### src/ncb_pkg.sv
// package: register map, command codes and timing constants for the copy-back host controller
package ncb_pkg;
   // ----------------------------------------
   // register offsets (apb byte addresses)
   // ----------------------------------------
   localparam logic [11:0] OFF_CTRL   = 12'h000;
   localparam logic [11:0] OFF_ADDR   = 12'h004;
   localparam logic [11:0] OFF_COL    = 12'h008;
   localparam logic [11:0] OFF_WDATA  = 12'h00C;
   localparam logic [11:0] OFF_STAT   = 12'h010;
   localparam logic [11:0] OFF_NSTAT  = 12'h014;
   localparam logic [11:0] OFF_ID0    = 12'h018;
   localparam logic [11:0] OFF_ID1    = 12'h01C;
   localparam logic [11:0] OFF_ECC    = 12'h020;
   localparam logic [11:0] OFF_DST    = 12'h024;
   // ----------------------------------------
   // control and status fields
   // ----------------------------------------
   localparam int CTRL_GO_BIT  = 0;
   localparam int CTRL_OP_LSB  = 4;
   localparam int STAT_BUSY    = 0;
   localparam int STAT_DONE    = 1;
   localparam int STAT_FAIL    = 2;
   localparam int STAT_UNCORR  = 3;
   localparam int STAT_REWR    = 4;
   // ----------------------------------------
   // operations selected by software
   // ----------------------------------------
   localparam logic [2:0] OP_LOAD   = 3'h0;
   localparam logic [2:0] OP_PROG   = 3'h1;
   localparam logic [2:0] OP_MODPROG= 3'h2;
   localparam logic [2:0] OP_ID     = 3'h3;
   localparam logic [2:0] OP_STATUS = 3'h4;
   localparam logic [2:0] OP_ECC    = 3'h5;
   // ----------------------------------------
   // flash command codes
   // ----------------------------------------
   localparam logic [7:0] CMD_READ0   = 8'h00;
   localparam logic [7:0] CMD_READCB  = 8'h35;
   localparam logic [7:0] CMD_COPYIN  = 8'h85;
   localparam logic [7:0] CMD_CONFIRM = 8'h10;
   localparam logic [7:0] CMD_STATUS  = 8'h70;
   localparam logic [7:0] CMD_ID      = 8'h90;
   localparam logic [7:0] CMD_ECC_DEF = 8'h7A;   // arbitrary default, code not published
   // ----------------------------------------
   // status byte and ecc byte fields
   // ----------------------------------------
   localparam int SB_FAIL   = 0;
   localparam int SB_REWR   = 3;
   localparam int SB_READY  = 6;
   localparam logic [3:0] ECC_UNCORR = 4'hF;
   localparam logic [3:0] ECC_MAXCOR = 4'h8;
   localparam int         ID_BYTES   = 5;
   localparam int         ECC_SECTORS= 4;
   localparam int         PAGE_BYTES = 2112;
   // ----------------------------------------
   // timing: one strobe phase, in ns
   // ----------------------------------------
   localparam int CLK_NS      = 10;
   localparam int PHASE_NS    = 30;
   localparam logic [3:0] PHASE_CYC = 4'((PHASE_NS + CLK_NS - 1) / CLK_NS);
   // ----------------------------------------
   // sequencer states
   // ----------------------------------------
   typedef enum logic [3:0] {
      ST_IDLE  = 4'b0000,
      ST_CMD   = 4'b0001,
      ST_ADR   = 4'b0011,
      ST_WAITB = 4'b0010,
      ST_DIN   = 4'b0110,
      ST_DOUT  = 4'b0111,
      ST_CMD2  = 4'b0101,
      ST_DONE  = 4'b0100
   } ncb_state_t;
endpackage

### src/ncb_host.sv
// module: apb-driven host sequencer for copy-back, id, status and ecc-status reads
// How it works
// - copy-back program opens with 85h plus destination address, no data reload
// - modified program sends 85h with new column and one data byte
// - software keeps source and destination in one district
// - completion taken from ready_busy_output pin, then status bit zero checked
// - after load, host reads status to take the rewrite bit (status bit three)
// - status command 70h, then byte sampled on read strobe
// - fail bit only taken while status reports ready
// - only status reads are issued while device reports busy
//
// The APB interface to the registers and the register offsets were left to the implementer.
`timescale 1ns/10ps
module ncb_host #(
   parameter logic [7:0] ECC_CMD = ncb_pkg::CMD_ECC_DEF
) (
   input  wire logic        pclk,
   input  wire logic        presetn,
   input  wire logic        clk_en,
   input  wire logic        psel,
   input  wire logic        penable,
   input  wire logic        pwrite,
   input  wire logic [11:0] paddr,
   input  wire logic [31:0] pwdata,
   output logic [31:0]      prdata,
   output logic             pready,
   output logic             pslverr,
   output logic             chip_en_n,
   output logic             cmd_latch,
   output logic             addr_latch,
   output logic             write_strobe_n,
   output logic             read_strobe_n,
   output logic             write_prot_n,
   output logic [7:0]       io_out,
   output logic             io_oe,
   input  wire logic [7:0]  io_in,
   input  wire logic        ready_busy_output
);
   // ----------------------------------------
   // state
   // ----------------------------------------
   typedef struct packed {
      ncb_pkg::ncb_state_t st;
      logic [3:0]  tmr;
      logic        ph;       // second half of a strobe
      logic [2:0]  idx;
      logic [2:0]  op;
      logic [7:0]  cmd;
      logic [39:0] addr;     // source row/col
      logic [39:0] dst;
      logic [15:0] col;
      logic [7:0]  wdat;
      logic        busy;
      logic        done;
      logic        fail;
      logic        uncorr;
      logic        rewr;
      logic [7:0]  nstat;
      logic [39:0] id;
      logic [31:0] ecc;
      logic [31:0] prdata;
      logic        pready;
      logic        ce_n, cle, ale, we_n, re_n, wp_n;
      logic [7:0]  io;
      logic        oe;
      logic [1:0]  rb_s;     // pin synchroniser
      logic [7:0]  io_s1, io_s2;
   } ncb_reg_t;

   ncb_reg_t q, d;
   logic     acc, wr, rd, ready_s;
   assign acc     = psel && penable;
   assign wr      = acc && pwrite && q.pready;
   assign rd      = acc && !pwrite && !q.pready;
   assign ready_s = q.rb_s[1];

   // ----------------------------------------
   // next state
   // ----------------------------------------
   always_comb begin
      d          = q;
      d.rb_s     = {q.rb_s[0], ready_busy_output};
      d.io_s1    = io_in;
      d.io_s2    = q.io_s1;
      d.wp_n     = 1'b1;
      d.pready   = acc && !q.pready;
      if (rd) begin
         case (paddr)
            ncb_pkg::OFF_CTRL:  d.prdata = {29'h0000_0000, q.op};
            ncb_pkg::OFF_ADDR:  d.prdata = q.addr[31:0];
            ncb_pkg::OFF_COL:   d.prdata = {16'h0000, q.col};
            ncb_pkg::OFF_WDATA: d.prdata = {24'h00_0000, q.wdat};
            ncb_pkg::OFF_STAT:  d.prdata = {27'h000_0000, q.rewr, q.uncorr, q.fail, q.done, q.busy};
            ncb_pkg::OFF_NSTAT: d.prdata = {24'h00_0000, q.nstat};
            ncb_pkg::OFF_ID0:   d.prdata = q.id[31:0];
            ncb_pkg::OFF_ID1:   d.prdata = {24'h00_0000, q.id[39:32]};
            ncb_pkg::OFF_ECC:   d.prdata = q.ecc;
            ncb_pkg::OFF_DST:   d.prdata = q.dst[31:0];
            default:            d.prdata = 32'h0000_0000;
         endcase
      end
      if (wr && !q.busy) begin
         case (paddr)
            ncb_pkg::OFF_ADDR:  d.addr = {8'h00, pwdata};
            ncb_pkg::OFF_DST:   d.dst  = {8'h00, pwdata};
            ncb_pkg::OFF_COL:   d.col  = pwdata[15:0];
            ncb_pkg::OFF_WDATA: d.wdat = pwdata[7:0];
            ncb_pkg::OFF_CTRL: begin
               if (pwdata[ncb_pkg::CTRL_GO_BIT]) begin
                  d.op   = pwdata[ncb_pkg::CTRL_OP_LSB +: 3];
                  d.busy = 1'b1;
                  d.done = 1'b0;
                  d.st   = ncb_pkg::ST_CMD;
                  d.idx  = 3'h0;
                  case (pwdata[ncb_pkg::CTRL_OP_LSB +: 3])
                     ncb_pkg::OP_LOAD:   d.cmd = ncb_pkg::CMD_READCB;
                     ncb_pkg::OP_ID:     d.cmd = ncb_pkg::CMD_ID;
                     ncb_pkg::OP_STATUS: d.cmd = ncb_pkg::CMD_STATUS;
                     ncb_pkg::OP_ECC:    d.cmd = ECC_CMD;
                     default:            d.cmd = ncb_pkg::CMD_COPYIN;
                  endcase
               end
            end
            default: ;
         endcase
      end
      // phase timer; in wait it also spans sync lag, so a stale ready is never taken
      if (q.st != ncb_pkg::ST_IDLE && q.tmr != 4'h0) begin
         d.tmr = q.tmr - 4'h1;
      end else begin
         case (q.st)
            ncb_pkg::ST_IDLE: ;
            ncb_pkg::ST_CMD, ncb_pkg::ST_CMD2: begin
               d.ce_n = 1'b0;
               d.oe   = 1'b1;
               d.io   = q.cmd;
               d.cle  = 1'b1;
               d.ale  = 1'b0;
               d.tmr  = ncb_pkg::PHASE_CYC;
               if (!q.ph) begin
                  d.we_n = 1'b0;
                  d.ph   = 1'b1;
               end else begin
                  d.we_n = 1'b1;
                  d.ph   = 1'b0;
                  d.idx  = 3'h0;
                  if (q.st == ncb_pkg::ST_CMD2) begin
                     d.st = ncb_pkg::ST_WAITB;
                  end else if (q.op == ncb_pkg::OP_STATUS || q.op == ncb_pkg::OP_ECC) begin
                     d.st = ncb_pkg::ST_DOUT;
                  end else begin
                     d.st = ncb_pkg::ST_ADR;
                  end
               end
            end
            ncb_pkg::ST_ADR: begin
               d.cle = 1'b0;
               d.ale = 1'b1;
               d.tmr = ncb_pkg::PHASE_CYC;
               if (q.op == ncb_pkg::OP_ID) d.io = 8'h00;
               else if (q.op == ncb_pkg::OP_LOAD) d.io = q.addr[q.idx*8 +: 8];
               else d.io = q.dst[q.idx*8 +: 8];
               if (!q.ph) begin
                  d.we_n = 1'b0;
                  d.ph   = 1'b1;
               end else begin
                  d.we_n = 1'b1;
                  d.ph   = 1'b0;
                  d.idx  = q.idx + 3'h1;
                  if (q.op == ncb_pkg::OP_ID) begin
                     d.st  = ncb_pkg::ST_DOUT;
                     d.idx = 3'h0;
                  end else if (q.idx == 3'h4) begin
                     d.idx = 3'h0;
                     if (q.op == ncb_pkg::OP_LOAD) begin
                        // page of PAGE_BYTES moved by device
                        d.cmd = ncb_pkg::CMD_CONFIRM;
                        d.st  = ncb_pkg::ST_WAITB;
                     end else if (q.op == ncb_pkg::OP_MODPROG) begin
                        d.st  = ncb_pkg::ST_DIN;
                     end else begin
                        d.cmd = ncb_pkg::CMD_CONFIRM;
                        d.st  = ncb_pkg::ST_CMD2;
                     end
                  end
               end
            end
            ncb_pkg::ST_DIN: begin
               d.tmr = ncb_pkg::PHASE_CYC;
               d.ale = (q.idx != 3'h2);
               d.io  = (q.idx == 3'h2) ? q.wdat : q.col[q.idx[0]*8 +: 8];
               if (!q.ph) begin
                  d.we_n = 1'b0;
                  d.ph   = 1'b1;
               end else begin
                  d.we_n = 1'b1;
                  d.ph   = 1'b0;
                  d.idx  = q.idx + 3'h1;
                  if (q.idx == 3'h2) begin
                     d.cmd = ncb_pkg::CMD_CONFIRM;
                     d.st  = ncb_pkg::ST_CMD2;
                  end
               end
            end
            ncb_pkg::ST_WAITB: begin
               d.cle = 1'b0;
               d.oe  = 1'b0;
               // wait on pin, then read status
               if (ready_s) begin
                  d.cmd = ncb_pkg::CMD_STATUS;
                  d.op  = ncb_pkg::OP_STATUS;
                  d.st  = ncb_pkg::ST_CMD;
               end
            end
            ncb_pkg::ST_DOUT: begin
               d.cle = 1'b0;
               d.ale = 1'b0;
               d.oe  = 1'b0;
               d.tmr = ncb_pkg::PHASE_CYC;
               if (!q.ph) begin
                  d.re_n = 1'b0;
                  d.ph   = 1'b1;
               end else begin
                  d.re_n = 1'b1;
                  d.ph   = 1'b0;
                  d.idx  = q.idx + 3'h1;
                  d.st   = ncb_pkg::ST_DONE;
                  case (q.op)
                     ncb_pkg::OP_ID: begin
                        d.id[q.idx*8 +: 8] = q.io_s2;
                        if (q.idx != 3'(ncb_pkg::ID_BYTES - 1)) d.st = ncb_pkg::ST_DOUT;
                     end
                     ncb_pkg::OP_ECC: begin
                        d.ecc[q.idx*8 +: 8] = q.io_s2;
                        if (q.io_s2[3:0] == ncb_pkg::ECC_UNCORR) d.uncorr = 1'b1;
                        if (q.idx != 3'(ncb_pkg::ECC_SECTORS - 1)) d.st = ncb_pkg::ST_DOUT;
                     end
                     default: begin
                        d.nstat = q.io_s2;
                        if (q.io_s2[ncb_pkg::SB_READY]) begin
                           d.fail   = q.io_s2[ncb_pkg::SB_FAIL];
                           d.rewr   = q.io_s2[ncb_pkg::SB_REWR];
                        end
                     end
                  endcase
               end
            end
            ncb_pkg::ST_DONE: begin
               d.ce_n = 1'b1;
               d.busy = 1'b0;
               d.done = 1'b1;
               d.st   = ncb_pkg::ST_IDLE;
            end
            default: d.st = ncb_pkg::ST_IDLE;
         endcase
      end
   end

   // ----------------------------------------
   // registers; clk_en freezes everything
   // ----------------------------------------
   always_ff @(posedge pclk or negedge presetn) begin
      if (!presetn) begin
         q      <= '0;
         q.ce_n <= 1'b1;
         q.we_n <= 1'b1;
         q.re_n <= 1'b1;
      end else if (clk_en) begin
         q <= d;
      end
   end

   assign prdata         = q.prdata;
   assign pready         = q.pready;
   assign pslverr        = 1'b0;
   assign chip_en_n      = q.ce_n;
   assign cmd_latch      = q.cle;
   assign addr_latch     = q.ale;
   assign write_strobe_n = q.we_n;
   assign read_strobe_n  = q.re_n;
   assign write_prot_n   = q.wp_n;
   assign io_out         = q.io;
   assign io_oe          = q.oe;

   // ----------------------------------------
   // checks
   // ----------------------------------------
   property p_confirm_last;
      @(posedge pclk) disable iff (!presetn)
      (q.st == ncb_pkg::ST_CMD2 && d.st == ncb_pkg::ST_WAITB) |-> q.cmd == ncb_pkg::CMD_CONFIRM;
   endproperty
   a_confirm_last: assert property (p_confirm_last) else $error("confirm not last");
   property p_busy_cmd;
      @(posedge pclk) disable iff (!presetn)
      (q.st == ncb_pkg::ST_WAITB && !ready_s) |=> q.st == ncb_pkg::ST_WAITB || !clk_en;
   endproperty
   a_busy_cmd: assert property (p_busy_cmd) else $error("left wait while busy");
   property p_ctl_excl;
      @(posedge pclk) disable iff (!presetn)
      !(q.cle && q.ale) && !(q.oe && !q.re_n);
   endproperty
   a_ctl_excl: assert property (p_ctl_excl) else $error("latch clash");
   property p_pready;
      @(posedge pclk) disable iff (!presetn)
      (acc && !q.pready && clk_en) |=> pready;
   endproperty
   a_pready: assert property (p_pready) else $error("apb not answered");
   property p_ready_status; @(posedge pclk) disable iff (!presetn)
      (q.st == ncb_pkg::ST_WAITB && ready_s && q.tmr == 4'h0 && clk_en)
      |=> (q.st == ncb_pkg::ST_CMD && q.cmd == ncb_pkg::CMD_STATUS); endproperty
   a_ready_status: assert property (p_ready_status) else $error("no status read after ready");
   property p_id_zero; @(posedge pclk) disable iff (!presetn)
      (q.st == ncb_pkg::ST_ADR && q.op == ncb_pkg::OP_ID && !q.we_n) |-> q.io == 8'h00; endproperty
   a_id_zero: assert property (p_id_zero) else $error("id address not zero");
endmodule

### config.mk
export PLATFORM = sky130hd
export DESIGN_NAME = ncb_host
export DESIGN_NICKNAME = d
export VERILOG_FILES = /design/src/ncb_pkg.sv /design/src/ncb_host.sv
export SDC_FILE = /design/constraint.sdc
export NUM_CORES = 1
export LEC_CHECK = 0
export ABC_AREA = 1
export BUFFER_PORTS_ARGS = -buffer_cell sky130_fd_sc_hd__buf_4
export CORE_MARGIN = 2
export CORE_UTILIZATION = 35
export CTS_CLUSTER_DIAMETER = 50
export CTS_CLUSTER_SIZE = 8
export DETAILED_ROUTE_END_ITERATION = 8
export PLACE_DENSITY = 0.54
export SLEW_MARGIN = 0
export SYNTH_ARGS = -nofsm -noshare
export SYNTH_HDL_FRONTEND = slang
export SYNTH_SLANG_ARGS = --single-unit
### constraint.sdc
create_clock -name pclk -period 2.8 [get_ports pclk]
set_input_delay 0.28 -clock pclk [delete_from_list [all_inputs] [get_ports pclk]]
set_output_delay 0.28 -clock pclk [all_outputs]
set_load 0.02 [all_outputs]
# After elaboration in Yosys (flattened, before gate mapping)
# Cells that the tools add are included.
# Widths: inputs -> output; s select.
totals:
  regBits: 262
  input_bits: 59
  out_inout_bits: 49
  wordCells: 196
op_classes:
  n_addsub: 3
  eq_ne: 29
  shift: 7
  n_mux: 73
  n_bitwise: 2
  n_reduce_logical: 51
op_table:
  columns: ["op", "n"]
  rows:
  - ["$pmux 32 s10", 1]
  - ["$mux 83", 2]
  - ["$mux 120", 1]
  - ["$mux 32", 3]
  - ["$mux 8", 11]
  - ["$mux 85", 1]
  - ["$shiftx 40x7->8", 2]
  - ["$pmux 8 s3", 3]
  - ["$mux 4", 15]
  - ["$eq 12x5->1 const B", 4]
  - ["$mux 14", 3]
  - ["$bwmux 40", 1]
  - ["$mux 40", 1]
  - ["$shift 8x34->40 const A", 1]
  - ["$shiftx 8x34->40", 1]
  - ["$reduce_and 3->1", 12]
  - ["$neg 6->34", 1]
  - ["$shift 8x34->32 const A", 1]
  - ["$shiftx 8x34->32", 1]
  - ["$bwmux 32", 1]
  - ["$pmux 8 s4", 1]
  - ["$eq 12x4->1 const B", 2]
  - ["$eq 12x6->1 const B", 2]
  - ["$pmux 4 s6", 1]
  - ["other kinds (37)", 93]

# Depth between registers and ports, before layout
logic_depth:
  word_depth: 12
  depth_mapped: 14
  ltp_nobuf: 13

# Worst setup path before layout
# OpenSTA, ideal clock, no wires.
synth_timing:
  path_type: "reg2reg"
  start: "register q[266] (netlist name)"
  end: "register q, in the netlist io_out[6]"
  setup_time_ns: 0.121
  arrival_time_ns: 2.369
  required_ns: 2.679
  slack_ns: 0.310
  path_stages_with_launch: 13
  path_buffers: 3
  period_less_slack_ns: 2.490
  cell_sequence: "dfrtp_1 > inv_1 > clkbuf_1 > clkbuf_1 > ha_1 > inv_1 > nor2_1 > clkbuf_1 > a21oi_1 > a21oi_1 > o22ai_1 > nor2_1 > a21oi_1"
synth_via:
  elab_chain_len: 4
  word_cells_on_any_way: 8
  classes_between: "eq/ne: 1; shift: 3; mux: 4"
synth_rtl:
  columns: ["item", "line", "text"]
  rows:
  - ["start: declaration", "ncb_host.sv:70", "ncb_reg_t q, d;"]
  - ["$shiftx 40x7->8 (on tied branches)", "ncb_host.sv:162, ncb_host.sv:161", null]
  - ["$mux 8", "ncb_host.sv:161", "else if (q.op == ncb_pkg::OP_LOAD) d.io = q.addr[q.idx*8 +: 8];"]
  - ["$mux 8", "ncb_host.sv:160", "if (q.op == ncb_pkg::OP_ID) d.io = 8'h00;"]
  - ["$pmux 8 s3 (*)", "ncb_host.sv:131", "case (q.st)"]
# Every way passes the cells marked *; elsewhere a longest branch is shown, timed or not.
# A chain may end at the register's enable or synchronous reset.

==> reports/results.tsv <==
stage	metric	value	unit
clock_network	cts_tree	built	
hold_path	worstHoldPathType	in -> reg	
clock_network	cts_resized	0	
setup_path	endpoint_kind	flop	
floorplan	pin_count	108	
sta	timing.slew.headroom	58.6	%
global_route	grt_max_degree	85	
global_route	grtUsageTotal	23.8	%
setup_path	r2r_start	q[276]	
setup_path	crit_start	q[276]	
place	io_buffers	106	
sta	period_minus_slack	2.33	ns
drt	drt-total-wl	48100	microns
cells_and_area	layout-drive-gt1-share	15.5	%
sta	rsz0062_at_grt	false	
yosys	synth.cell_area	0.0135	sq mm
clock_network	clock_latency	0.55	ns
setup_path	critPathRequiredTime	3.22	ns
cells_and_area	finish.net_count	1830	
drt	drtIter0Drc	1202	
clock_network	clockBufferDepth	3	
setup_path	cp-start-kind	flop	
sta	period_share	83.1	%
clock_network	root_buffer	clkbuf_16	
global_route	gr-total-overflow	0	
setup_path	crit_type	reg -> reg	
hold_path	whs_path_depth	3	
drt	ant_nets	0	
clock_network	clkSlewWorstSetupHoldPaths	0.05	ns
yosys	ys_async_sr_fraction	100	%
setup_path	crit_chain	nand2_1 -> nor2_4 -> nand2_4 -> nor4_4 -> nand3_2 -> nand2_1 -> o21ai_2	
setup_path	slowest_stage	dfrtp_1	
yosys	synth_warnings	0	
global_route	grt_pass1_wl	73300	microns
setup_path	cpMostUsedCell	nand2_1	
sta	tns	0	ns
clock_network	htreeDepth	2	
sta	hold_viol	0	
yosys	synth-seq-area-share	48.5	%
cells_and_area	fill_cells	3895	
place	gp_congestion	0.907	
floorplan	dieWidth	201	microns
yosys	synth_edf_count	0	
drt	vias_per_cell	5.31	
floorplan	die_area	0.0402	sq mm
sta	whs	0.0241	ns
global_route	antenna_found_initial	0	
place	dp_hpwl	35500	microns
sta	skew	0.0184	ns
floorplan	rows	71	
power_and_ir_drop	peakVddDrop	0.700	mV
clock_network	cts_inserted_buffers	42	
drt	vias	12200	
setup_path	worstRegToRegCells	7	
sta	fmaxAchievable	430	MHz
yosys	synthCells	1680	
yosys	avgSynthCellArea	8.04	sq um
setup_path	cp_max_fo	16	
setup_path	r2r_slack	0.47	ns
drt	drcViolationCount	0	
setup_path	crit_arrival	2.75	ns
clock_network	clock-sinks	262	
power_and_ir_drop	power_density	756	mW/mm^2
yosys	synth_ff_type	dfrtp_1	
setup_path	slowest_delay	0.56	ns
power_and_ir_drop	leakage	7.61	nW
sta	report.final.slew_viol_count	0	
outcome	status	completed	
yosys	ys_seq_elements	262	
sta	final-setup-viol-count	0	
cells_and_area	area_growth	17.9	%
floorplan	die_h	201	microns
drt	dr.pass1.iters	5	
yosys	synth_nets	1748	
drt	wl_per_cell	21.1	microns
global_route	grt_pass1_vias	11800	
sta	worstMarginPinSlew	0.621	ns
floorplan	start_util	35.7	%
floorplan	core_area	0.0378	sq mm
cells_and_area	n_antenna_cell	0	
yosys	ys_types	55	
run	drv_cap	0	
critical path, delay by kind of cell (launching register included):
kind	cells	cell delay, ns
DFF	1	0.56
AOI/OAI and AO/OA	1	0.06
and+or+nand+nor	6	1.56
stage by stage:
stage	total power, mW	instances	area (sq um)	util [%]	setup WS, ns
after floorplan	6.23	1680	13500	-	0.310
after global placement	7.33	2219	14600	38.6	0.394
after detailed placement	7.33	2219	14600	38.6	0.387
after CTS	12.1	2286	15900	42.1	0.492
after global routing	12.6	2286	15900	42.1	0.237
final	12.0	2286	15900	42.1	0.473
cell usage in the layout, fill, tap and decap left out, drive strengths merged, types with 8 or more instances in the layout:
master       count
a211oi           9
a21oi          100
a31oi           11
buf            148
clkbuf          49
dfrtp          259
dlygate4sd3     10
ha               9
inv            175
nand2          440
nand3           84
nand4            8
nor2           111
nor3            22
o211ai          18
o21ai          231
o22ai           27
o41ai            9
metal layers:
metal | GRT usage [%] | vias to the layer above | part of all wire [%]
met4 | 8.39 | 0 | 3.1
li1 | - | 5698 | -
met2 | 36.6 | 523 | 45
met3 | 4.77 | 81 | 7.8
met1 | 33.4 | 5848 | 44
met5 | 0 | - | 0
cells by family (layout without fill, tap and decap cells):
logic type | Yosys count | count (layout) | synth area share (%)
AO/OA/AOI/OAI | 440 | 440 | 19.1
buffers and inverters | 295 | 390 | 9.99
adder cells (fa/ha/maj) | 9 | 9 | 0.833
flip-flops | 262 | 262 | 48.5
other | 1 | 1 | 0.0277
AND/OR/NAND/NOR | 672 | 672 | 21.4
XOR/XNOR | 1 | 1 | 0.0648
synthesized netlist by cell type (2+ instances only):
library cell    n  share of area (%)
a21boi_1        2               0.11
o211ai_1       18                1.0
a21oi_1        98                3.6
o21ai_0       198                7.3
dfrtp_1       259                 48
nand3_2         3               0.22
a211oi_1        9               0.50
nor2_2          7               0.32
inv_1         165                4.6
o2111ai_1       6               0.39
nor3_2          3               0.22
nor2_1         98                2.7
nor4_1          2              0.093
o41ai_1         9               0.58
clkbuf_1       42                1.2
o21bai_1        2               0.11
o221ai_1        5               0.32
buf_4          46                2.6
nand2_1       426                 12
o21ai_1         9               0.33
a31oi_1        11               0.51
nand4_1         7               0.32
a22o_1          6               0.39
buf_6           5               0.42
buf_2          26               0.96
ha_1            9               0.83
a32o_1          7               0.52
inv_2           9               0.25
nand3b_1        2               0.11
nand2_4         3               0.25
o22ai_1        27                1.2
o21ai_2        24                1.6
o21a_1          2               0.11
nand2_2        10               0.46
dfstp_2         3               0.58
nor2_4          5               0.42
nor3_1         19               0.70
nand3_1        80                3.0
o31ai_1         2               0.11
layout make-up:
| type | instances | area [sq um] | area share, % |
|---|---|---|---|
| Clock buffer | 49 | 1110 | 6.96 |
| Clock inverter | 8 | 98.8 | 0.621 |
| Inverter | 175 | 657 | 4.12 |
| Multi-Input combinational cell | 1123 | 5610 | 35.2 |
| Sequential cell | 262 | 6560 | 41.2 |
| Tap cell | 511 | 639 | 4.01 |
| Timing Repair Buffer | 158 | 1260 | 7.89 |
power by group:
| group | leakage (nW) | internal, mW | switching, mW |
|---|---|---|---|
| clock | 0.588 | 2.94 | 1.77 |
| combinational | 3.60 | 0.890 | 2.08 |
| sequential | 3.43 | 4.10 | 0.258 |
timing repair:
action,CTS,global route
hold buffers,10,0
setup buffers,0,0
endpoints found under the hold margin,39,0
how the worst min path moves through the flow:
stage	slack, ns	start	endpoint
finish	0.02	pwdata[6]	q[265]
global route	0.02	pwdata[6]	q[265]
CTS	0.003	pwdata[6]	q[265]
detailed placement	0.18	presetn	prdata[10]
global placement	0.18	presetn	prdata[10]
floorplan	-0.02	presetn	async pin
(Power assumes the default switching activity.)
